**src/include/i2cm_map.svh**
```systemverilog
// register offsets, field positions and the baud reset value of the two-wire master
`ifndef I2CM_MAP_SVH
`define I2CM_MAP_SVH
`define I2CM_ADDR_W        4
`define I2CM_OFF_CTRL      4'h0
`define I2CM_OFF_CMD       4'h1
`define I2CM_OFF_BUF       4'h2
`define I2CM_OFF_BAUD      4'h3
`define I2CM_OFF_STATUS    4'h4
`define I2CM_OFF_IRQ_STAT  4'h5
`define I2CM_OFF_IRQ_CLR   4'h6
`define I2CM_OFF_IRQ_EN    4'h7
`define I2CM_OFF_SW_PINS   4'h8
`define I2CM_CTRL_EN_BIT   4
`define I2CM_CMD_START     0
`define I2CM_CMD_RSTART    1
`define I2CM_CMD_STOP      2
`define I2CM_CMD_RCV       3
`define I2CM_CMD_ACKDT     4
`define I2CM_MODE_HW       4'h8
`define I2CM_MODE_FW       4'hb
`define I2CM_BAUD_RST      8'h09
`define I2CM_IRQ_SPIF      0
`define I2CM_IRQ_WRITE_COLLISION_FLAG      1
`define I2CM_IRQ_ARB       2
`endif

```
**src/include/i2cm_pkg.sv**
```systemverilog
// types shared by the two-wire master
package i2cm_pkg;
    typedef enum logic [3:0] {
        I2CM_IDLE   = 4'b0000,
        I2CM_START  = 4'b0001,
        I2CM_RSTART = 4'b0010,
        I2CM_BIT_LO = 4'b0011,
        I2CM_BIT_HI = 4'b0100,
        I2CM_ACK_LO = 4'b0101,
        I2CM_ACK_HI = 4'b0110,
        I2CM_STOP   = 4'b0111,
        I2CM_HOLD   = 4'b1000
    } i2cm_state_e;
endpackage

```
**src/hw/i2cm_cond_det.sv**
```systemverilog
// start and stop condition detector on synchronised bus lines
module i2cm_cond_det
(
    input  wire logic ref_clk,
    input  wire logic rst_n,
    input  wire logic enable,
    input  wire logic scl_pin,
    input  wire logic sda_pin,
    output logic      start_seen,
    output logic      stop_seen,
    output logic      start_pulse,
    output logic      stop_pulse
);
    // ========================================
    // synchronisers and edge detection
    logic [1:0] scl_sync_q;
    logic [1:0] sda_sync_q;
    logic       sda_prev_q;
    logic       scl_prev_q;
    logic       s_d;
    logic       p_d;
    logic       sp_d;
    logic       pp_d;

    always_comb
    begin
        sp_d = scl_sync_q[1] && scl_prev_q && sda_prev_q && !sda_sync_q[1];
        pp_d = scl_sync_q[1] && scl_prev_q && !sda_prev_q && sda_sync_q[1];
        s_d  = start_seen;
        p_d  = stop_seen;
        if (!enable)
        begin
            s_d = 1'b0;
            p_d = 1'b0;
        end
        else if (sp_d)
        begin
            s_d = 1'b1;
            p_d = 1'b0;
        end
        else if (pp_d)
        begin
            s_d = 1'b0;
            p_d = 1'b1;
        end
    end

    always_ff @(posedge ref_clk or negedge rst_n)
    begin
        if (!rst_n)
        begin
            scl_sync_q  <= 2'h3;
            sda_sync_q  <= 2'h3;
            scl_prev_q  <= 1'b1;
            sda_prev_q  <= 1'b1;
            start_seen  <= 1'b0;
            stop_seen   <= 1'b0;
            start_pulse <= 1'b0;
            stop_pulse  <= 1'b0;
        end
        else
        begin
            scl_sync_q  <= {scl_sync_q[0], scl_pin};
            sda_sync_q  <= {sda_sync_q[0], sda_pin};
            scl_prev_q  <= scl_sync_q[1];
            sda_prev_q  <= sda_sync_q[1];
            start_seen  <= s_d;
            stop_seen   <= p_d;
            start_pulse <= sp_d && enable;
            stop_pulse  <= pp_d && enable;
        end
    end
endmodule

```
**src/hw/i2cm_master.sv**
```systemverilog
// two-wire serial master with register port, baud generator and start/stop detector
//
// Decided for this implementation: strobed register access and the register addresses.
module i2cm_master
    import i2cm_pkg::*;
(
    input  wire logic       ref_clk,
    input  wire logic       rst_n,
    input  wire logic [3:0] reg_addr,
    input  wire logic [7:0] reg_wdata,
    input  wire logic       reg_wr,
    input  wire logic       reg_rd,
    output logic      [7:0] reg_rdata,
    output logic            irq,
    input  wire logic       scl_i,
    output logic            scl_o,
    output logic            scl_oe,
    input  wire logic       sda_i,
    output logic            sda_o,
    output logic            sda_oe
);
    `include "i2cm_map.svh"

    // ========================================
    // registers
    logic [7:0]  ctrl_q, ctrl_d;
    logic [4:0]  cmd_q, cmd_d;
    logic [7:0]  buf_q, buf_d;
    logic [7:0]  baud_q, baud_d;
    logic [2:0]  ista_q, ista_d;
    logic [2:0]  ien_q, ien_d;
    logic [1:0]  swp_q, swp_d;
    logic [7:0]  rdata_q, rdata_d;
    logic        irq_q;
    logic        ack_in_q, ack_in_d;
    logic [1:0]  scl_s_q, sda_s_q;
    i2cm_state_e st_q, st_d;
    logic [7:0]  cnt_q, cnt_d;
    logic [3:0]  bit_q, bit_d;
    logic        phase_q, phase_d;
    logic        scl_lo_q, scl_lo_d;
    logic        sda_lo_q, sda_lo_d;
    logic        rx_q, rx_d;
    logic        start_seen, stop_seen, sp_pulse, pp_pulse;
    logic        en, hw_mode, fw_mode;
    logic        tick, ev_spif, ev_write_collision_flag, ev_arb, busy_start;

    function automatic logic is_wr(input logic [3:0] a);
        is_wr = reg_wr && (reg_addr == a);
    endfunction

    assign en      = ctrl_q[`I2CM_CTRL_EN_BIT];
    assign hw_mode = en && (ctrl_q[3:0] == `I2CM_MODE_HW);
    assign fw_mode = en && (ctrl_q[3:0] == `I2CM_MODE_FW);
    assign tick    = (cnt_q == 8'h00);
    assign busy_start = (st_q == I2CM_START) || (st_q == I2CM_RSTART);

    i2cm_cond_det u_det
    (
        .ref_clk     (ref_clk),
        .rst_n       (rst_n),
        .enable      (en),
        .scl_pin     (scl_i),
        .sda_pin     (sda_i),
        .start_seen  (start_seen),
        .stop_seen   (stop_seen),
        .start_pulse (sp_pulse),
        .stop_pulse  (pp_pulse)
    );

    // ========================================
    // bus engine
    always_comb
    begin
        st_d     = st_q;
        cnt_d    = tick ? baud_q : cnt_q - 8'h01;
        bit_d    = bit_q;
        phase_d  = phase_q;
        scl_lo_d = scl_lo_q;
        sda_lo_d = sda_lo_q;
        rx_d     = rx_q;
        buf_d    = buf_q;
        ack_in_d = ack_in_q;
        cmd_d    = cmd_q;
        ev_spif  = 1'b0;
        ev_arb   = 1'b0;
        ev_write_collision_flag  = 1'b0;
        if (is_wr(`I2CM_OFF_CMD))
            cmd_d = reg_wdata[4:0];
        if (is_wr(`I2CM_OFF_BUF))
        begin
            if (busy_start || st_q != I2CM_IDLE && st_q != I2CM_HOLD)
                ev_write_collision_flag = 1'b1;
            else
                buf_d = reg_wdata;
        end
        if (!hw_mode)
        begin
            st_d     = I2CM_IDLE;
            scl_lo_d = 1'b0;
            sda_lo_d = 1'b0;
            cmd_d    = 5'h00;
            // firmware mode: pins follow software, detector alone is active
            ev_spif  = fw_mode && (sp_pulse || pp_pulse);
        end
        else
        begin
            case (st_q)
                I2CM_IDLE, I2CM_HOLD:
                begin
                    cnt_d = baud_q;
                    phase_d = 1'b0;
                    if (cmd_q[`I2CM_CMD_START] && st_q == I2CM_IDLE)
                        st_d = I2CM_START;
                    else if (cmd_q[`I2CM_CMD_RSTART] && st_q == I2CM_HOLD)
                        st_d = I2CM_RSTART;
                    else if (cmd_q[`I2CM_CMD_STOP] && st_q == I2CM_HOLD)
                        st_d = I2CM_STOP;
                    else if (st_q == I2CM_HOLD && (is_wr(`I2CM_OFF_BUF) && !ev_write_collision_flag
                             || cmd_q[`I2CM_CMD_RCV]))
                    begin
                        // address and direction bit come from the buffer byte
                        rx_d  = cmd_q[`I2CM_CMD_RCV];
                        cmd_d[`I2CM_CMD_RCV] = 1'b0;
                        bit_d = 4'h0;
                        st_d  = I2CM_BIT_LO;
                    end
                end
                I2CM_START, I2CM_RSTART:
                if (scl_lo_q && !phase_q)
                begin
                    // repeated start: free data while clock is low, then free clock
                    sda_lo_d = 1'b0;
                    scl_lo_d = !tick;
                end
                else if (tick)
                begin
                    // start: sda low while scl high, then scl low
                    if (!phase_q)
                    begin
                        if (!sda_lo_q && !sda_s_q[1] && st_q == I2CM_START)
                        begin
                            cnt_d  = baud_q;
                            ev_arb = 1'b1;
                            st_d   = I2CM_IDLE;
                            cmd_d  = 5'h00;
                        end
                        else if (!sda_lo_q && scl_s_q[1])
                            sda_lo_d = 1'b1;
                        else if (sda_lo_q)
                            phase_d = 1'b1;
                    end
                    else
                    begin
                        scl_lo_d = 1'b1;
                        phase_d  = 1'b0;
                        st_d     = I2CM_HOLD;
                        cmd_d[`I2CM_CMD_START]  = 1'b0;
                        cmd_d[`I2CM_CMD_RSTART] = 1'b0;
                        ev_spif  = 1'b1;
                    end
                end
                I2CM_BIT_LO:
                begin
                    // data moves only while the clock is held low
                    sda_lo_d = !rx_q && !buf_q[7];
                    scl_lo_d = !tick;
                    if (tick)
                        st_d = I2CM_BIT_HI;
                end
                I2CM_BIT_HI:
                if (tick)
                begin
                    scl_lo_d = 1'b1;
                    buf_d    = {buf_q[6:0], sda_s_q[1]};
                    bit_d    = bit_q + 4'h1;
                    if (bit_q == 4'h7)
                        st_d = I2CM_ACK_LO;
                    else
                        st_d = I2CM_BIT_LO;
                end
                I2CM_ACK_LO:
                begin
                    sda_lo_d = rx_q && !cmd_q[`I2CM_CMD_ACKDT];
                    scl_lo_d = !tick;
                    if (tick)
                        st_d = I2CM_ACK_HI; // tx releases sda
                end
                I2CM_ACK_HI:
                if (tick)
                begin
                    scl_lo_d = 1'b1;
                    ack_in_d = sda_s_q[1];
                    st_d     = I2CM_HOLD;
                    ev_spif  = 1'b1;
                end
                I2CM_STOP:
                if (!phase_q)
                begin
                    // pull data while the clock is low so no false start appears
                    sda_lo_d = 1'b1;
                    scl_lo_d = !tick;
                    phase_d  = tick;
                end
                else if (tick)
                begin
                    sda_lo_d = 1'b0;
                    phase_d  = 1'b0;
                    st_d     = I2CM_IDLE;
                    cmd_d[`I2CM_CMD_STOP] = 1'b0;
                    ev_spif  = 1'b1;
                end
                default:
                    st_d = I2CM_IDLE;
            endcase
        end
    end

    // ========================================
    // register port and interrupts
    always_comb
    begin
        ctrl_d  = ctrl_q;
        baud_d  = baud_q;
        ien_d   = ien_q;
        swp_d   = swp_q;
        ista_d  = ista_q;
        rdata_d = 8'h00;
        if (is_wr(`I2CM_OFF_CTRL))
            ctrl_d = reg_wdata;
        if (is_wr(`I2CM_OFF_BAUD))
            baud_d = reg_wdata;
        if (is_wr(`I2CM_OFF_IRQ_EN))
            ien_d = reg_wdata[2:0];
        if (is_wr(`I2CM_OFF_SW_PINS))
            swp_d = reg_wdata[1:0];
        if (is_wr(`I2CM_OFF_IRQ_CLR))
            ista_d = ista_q & ~reg_wdata[2:0];
        // set wins over a same-cycle clear
        ista_d = ista_d | {ev_arb, ev_write_collision_flag, ev_spif};
        if (reg_rd)
        begin
            if (reg_addr == `I2CM_OFF_CTRL)
                rdata_d = ctrl_q;
            else if (reg_addr == `I2CM_OFF_CMD)
                rdata_d = {3'h0, cmd_q};
            else if (reg_addr == `I2CM_OFF_BUF)
                rdata_d = buf_q;
            else if (reg_addr == `I2CM_OFF_BAUD)
                rdata_d = baud_q;
            else if (reg_addr == `I2CM_OFF_STATUS)
                rdata_d = {2'h0, ack_in_q, (st_q != I2CM_IDLE), start_seen, stop_seen,
                           sda_s_q[1], scl_s_q[1]};
            else if (reg_addr == `I2CM_OFF_IRQ_STAT)
                rdata_d = {5'h00, ista_q};
            else if (reg_addr == `I2CM_OFF_IRQ_EN)
                rdata_d = {5'h00, ien_q};
            else if (reg_addr == `I2CM_OFF_SW_PINS)
                rdata_d = {6'h00, swp_q};
        end
    end

    always_ff @(posedge ref_clk or negedge rst_n)
    begin
        if (!rst_n)
        begin
            ctrl_q   <= 8'h00;
            cmd_q    <= 5'h00;
            buf_q    <= 8'h00;
            baud_q   <= `I2CM_BAUD_RST;
            ista_q   <= 3'h0;
            ien_q    <= 3'h0;
            swp_q    <= 2'h3;
            rdata_q  <= 8'h00;
            irq_q    <= 1'b0;
            ack_in_q <= 1'b1;
            scl_s_q  <= 2'h3;
            sda_s_q  <= 2'h3;
            st_q     <= I2CM_IDLE;
            cnt_q    <= `I2CM_BAUD_RST;
            bit_q    <= 4'h0;
            phase_q  <= 1'b0;
            scl_lo_q <= 1'b0;
            sda_lo_q <= 1'b0;
            rx_q     <= 1'b0;
            scl_oe   <= 1'b0;
            sda_oe   <= 1'b0;
        end
        else
        begin
            ctrl_q   <= ctrl_d;
            cmd_q    <= cmd_d;
            buf_q    <= buf_d;
            baud_q   <= baud_d;
            ista_q   <= ista_d;
            ien_q    <= ien_d;
            swp_q    <= swp_d;
            rdata_q  <= rdata_d;
            irq_q    <= |(ista_d & ien_d);
            ack_in_q <= ack_in_d;
            scl_s_q  <= {scl_s_q[0], scl_i};
            sda_s_q  <= {sda_s_q[0], sda_i};
            st_q     <= st_d;
            cnt_q    <= cnt_d;
            bit_q    <= bit_d;
            phase_q  <= phase_d;
            scl_lo_q <= scl_lo_d;
            sda_lo_q <= sda_lo_d;
            rx_q     <= rx_d;
            // open drain: enable only to pull low; firmware mode uses software pins
            scl_oe   <= hw_mode ? scl_lo_d : (fw_mode && !swp_d[0]);
            sda_oe   <= hw_mode ? sda_lo_d : (fw_mode && !swp_d[1]);
        end
    end

    assign scl_o     = 1'b0;
    assign sda_o     = 1'b0;
    assign reg_rdata = rdata_q;
    assign irq       = irq_q;
endmodule

```
**config.mk**
```make
export PLATFORM = sky130hd
export DESIGN_NAME = i2cm_master
export DESIGN_NICKNAME = d
export VERILOG_FILES = /design/src/include/i2cm_pkg.sv /design/src/hw/i2cm_cond_det.sv /design/src/hw/i2cm_master.sv
export VERILOG_INCLUDE_DIRS = /design/src /design/src/include
export SDC_FILE = /design/constraint.sdc
export NUM_CORES = 1
export LEC_CHECK = 0
export BUFFER_PORTS_ARGS = -buffer_cell sky130_fd_sc_hd__buf_2
export CAP_MARGIN = 10
export CORE_MARGIN = 2
export CORE_UTILIZATION = 50
export DETAILED_ROUTE_END_ITERATION = 16
export GPL_ROUTABILITY_DRIVEN = 0
export PLACE_DENSITY = 0.8
export SLEW_MARGIN = 40
export SYNTH_ARGS = -nofsm -noshare
export SYNTH_HDL_FRONTEND = slang
export SYNTH_SLANG_ARGS = --single-unit
export TNS_END_PERCENT = 50
```
**constraint.sdc**
```tcl
create_clock -name ref_clk -period 7.4 [get_ports ref_clk]
set_input_delay 1.48 -clock ref_clk [delete_from_list [all_inputs] [get_ports ref_clk]]
set_output_delay 1.48 -clock ref_clk [all_outputs]
set_load 0.02 [all_outputs]
```
==> flow_summary.ini <==
[status]
status = finished, final reports clean

[synthesis]
synth_top_area_share_pct = 37.5
synth-seq-cells = 79
syn_area_mm2 = 0.00441
ys_warn_count = 0
synth.area.top_cells = dfrtp_1 37%, dfstp_2 7.8%, mux2_2 6.1%, mux2i_1 4.3%, nand2_1 3.4%
synth_flop_cell = dfrtp_1
synth_top_area_cell = dfrtp_1
seq_area_frac_synth_pct = 45.2
async_reset_ff_share_pct = 100
synth_cell_types = 72
synth_edf_count = 0
synth.avg_cell_area_um2 = 9.83
synth_cells = 448

[cells_and_area]
finish.net_count = 483
num-fill-cells = 740
fin_cells = 575
drive_above_1_share_pct = 19.9
area_growth_pct = 8.07
multiInputGateArea_mm2 = 0.00224
diodes = 0
regArea_mm2 = 0.00199

[global_route]
grt_overflow = 0
grt_max_degree = 80
grt_util_all_layers_pct = 23.5
grt_pass1_vias = 3563
grt_pass1_wl_mm = 18.1
antenna_found_initial = 0

[worst_setup_path]
cp_data_required_time_ns = 7.65
start_kind = flop
slowest_stage = dfstp_2
path_cells = inv_1 > ha_1 > or3b_2 > or2_1 > clkinv_8 > ha_1 > nand2b_1 > nor4_1 > a41o_1 > a211o_1 > a221o_1
cpMostUsedCell = ha_1
cp_max_fo = 10
cp.buffers_inverters = 2
max_stage_delay_ns = 0.55
crit_path_start = cnt_q[0]
critPathArrivalTime_ns = 3.33
crit_type = reg -> reg
cpLargestDelayFamily = compound AO/OA/AOI/OAI gates
cp-end-kind = flop
timing.rr.start = cnt_q[0]

[detailed_routing]
drt.antenna.violating_nets = 0
vias = 3713
drt_iter0_drc = 444
viasPerCell = 6.46
route.detailed.wl_per_inst_um = 18.8
drt_wl_total_mm = 10.8
first_pass_iters = 7
drc = 0

[power]
power.density_mw_per_mm2 = 230
leakagePower_uw = 0.00198
ir_drop_uv = 134

[clock_tree]
clk_pin_slew_ns = 0.08
cts_buffers = 9
clk_latency_ns = 0.36
cts-htree-levels = 3
post-cts-setup-buffers = 0
clockRootBuffer = clkbuf_8
cts_buffer_depth = 2
hold_buffers = 0
cts_tree = yes
cts_num_sinks = 79
cts_resized = 0

[die]
core_mm2 = 0.00864
chipHeight_um = 97.9
die_area_mm2 = 0.00958
ios = 31
start_util_pct = 51.0
die_w_um = 97.9
placementRows = 34

[sta]
timing.hold.ws_ns = 0.358
finalHoldViolations = 0
tns_ns = 0
worst_pin_slew_ns = 0.855
finalSetupViolations = 0
report.final.slew_viol_count = 0
slew_headroom_pct = 43.0
min_period_ns = 3.08
rsz0062_at_grt = false
period_share_pct = 41.6
final.setup_skew_ns = 0.0119
fmaxAchievable_ghz = 0.325

[min_path]
holdCritStartpoint = u_det.sda_sync_q[0]
hold_path.class = reg -> reg

[placed_design]
portBuffers = 28
placed_cells = 559
dp_hpwl_mm = 7.59

[run]
cap_violations = 0
kinds of logic (layout without fill, tap and decap cells):
family / after synthesis / count (layout) / synth area share (%)
simple gates: 155 / 155 / 18.5
xor+xnor: 5 / 5 / 0.994
flops: 79 / 79 / 45.2
buf+inv: 41 / 59 / 4.20
other cells: 1 / 2 / 0.0851
fa+ha+maj: 3 / 3 / 0.852
mux: 43 / 43 / 10.5
compound gates: 121 / 121 / 19.7
cell usage in the layout, fill, tap and decap left out, drive strengths merged, types with 3 or more instances in the layout:
cell type	n
nand4	4
mux2	24
nand3	9
nand2b	12
a211oi	4
xnor2	5
nor3	9
nor4b	4
a21oi	19
mux2i	19
nand2	40
inv	14
o31ai	6
clkbuf	10
nor3b	5
ha	3
o211ai	3
clkinv	6
or2	4
o22ai	4
nor4	6
o21bai	4
dfstp	13
a32oi	3
buf	28
or3	5
a2bb2oi	3
a31oi	9
o21ai	29
nor2	30
and3	4
a21boi	4
nor2b	6
dfrtp	66
a32o	5
and2	6
or4	3
area by class of cell:
class	instances	area share [%]
sequential	79	41.9
clock buffer	10	2.89
multi-input combinational	329	47.0
timing repair buffer	28	3.07
inverter	15	1.45
clock inverter	6	0.920
tap	108	2.84
routing by layer:
metal	share of wire [%]	track usage, %	up-vias
met5	0	0	-
met2	48	37.2	185
met3	7.0	4.37	27
li1	-	-	1685
met4	2.7	9.40	0
met1	42	32.0	1816
stage by stage:
stage	instance area (um^2)	utilization, %	worst slack (ns)	total power (uW)
floorplan	4410	-	4.37	727
global placement	4570	52.9	4.04	788
detailed placement	4580	53.0	4.06	800
CTS	4760	55.1	4.36	1100
global route	4760	55.1	4.20	1150
finish	4760	55.1	4.32	1090
registers in the layout, summed over array words and instances, names as in the netlist, 2 cells and up:
| name | count |
|---|---|
| baud_q | 8 |
| buf_q | 8 |
| cnt_q | 8 |
| ctrl_q | 8 |
| reg_rdata | 8 |
| cmd_q | 5 |
| bit_q | 4 |
| st_q | 4 |
| ien_q | 3 |
| ista_q | 3 |
| swp_q | 2 |
power by group:
part	switching, uW	internal, uW
Clock	164	132
Combinational	115	97.9
Sequential	74.3	510
Total	353	740
path summary, 6_finish.rpt:
path	cells after the start	end	slack [ns]
max	11	irq	4.32
max in group asynchronous	1	st_q[3]	5.76
min in group asynchronous	1	scl_oe	1.11
max reg2reg	11	irq	4.32
min reg2reg	0	sda_s_q[1]	0.36
min	0	sda_s_q[1]	0.36
Yosys cell counts (3+ instances only):
| library cell | count |
|---|---|
| nor2_1 | 30 |
| a21boi_0 | 4 |
| and2_1 | 6 |
| or3_1 | 5 |
| nand3_1 | 9 |
| nor3_1 | 8 |
| nand2_1 | 40 |
| a32o_1 | 5 |
| a211oi_1 | 4 |
| nand4_1 | 4 |
| a2bb2oi_1 | 3 |
| nor4b_1 | 4 |
| o22ai_1 | 4 |
| a21oi_1 | 19 |
| o21bai_1 | 4 |
| o211ai_1 | 3 |
| buf_2 | 3 |
| xnor2_1 | 5 |
| dfstp_2 | 13 |
| nor2b_1 | 6 |
| or2_2 | 3 |
| mux2i_1 | 19 |
| nand2b_1 | 12 |
| a31oi_1 | 9 |
| inv_1 | 13 |
| nor4_1 | 6 |
| or4_1 | 3 |
| o21ai_0 | 27 |
| dfrtp_1 | 66 |
| and3_1 | 4 |
| clkbuf_1 | 18 |
| ha_1 | 3 |
| mux2_2 | 24 |
| nor3b_1 | 5 |
| o31ai_1 | 5 |
(Power assumes the default switching activity.)
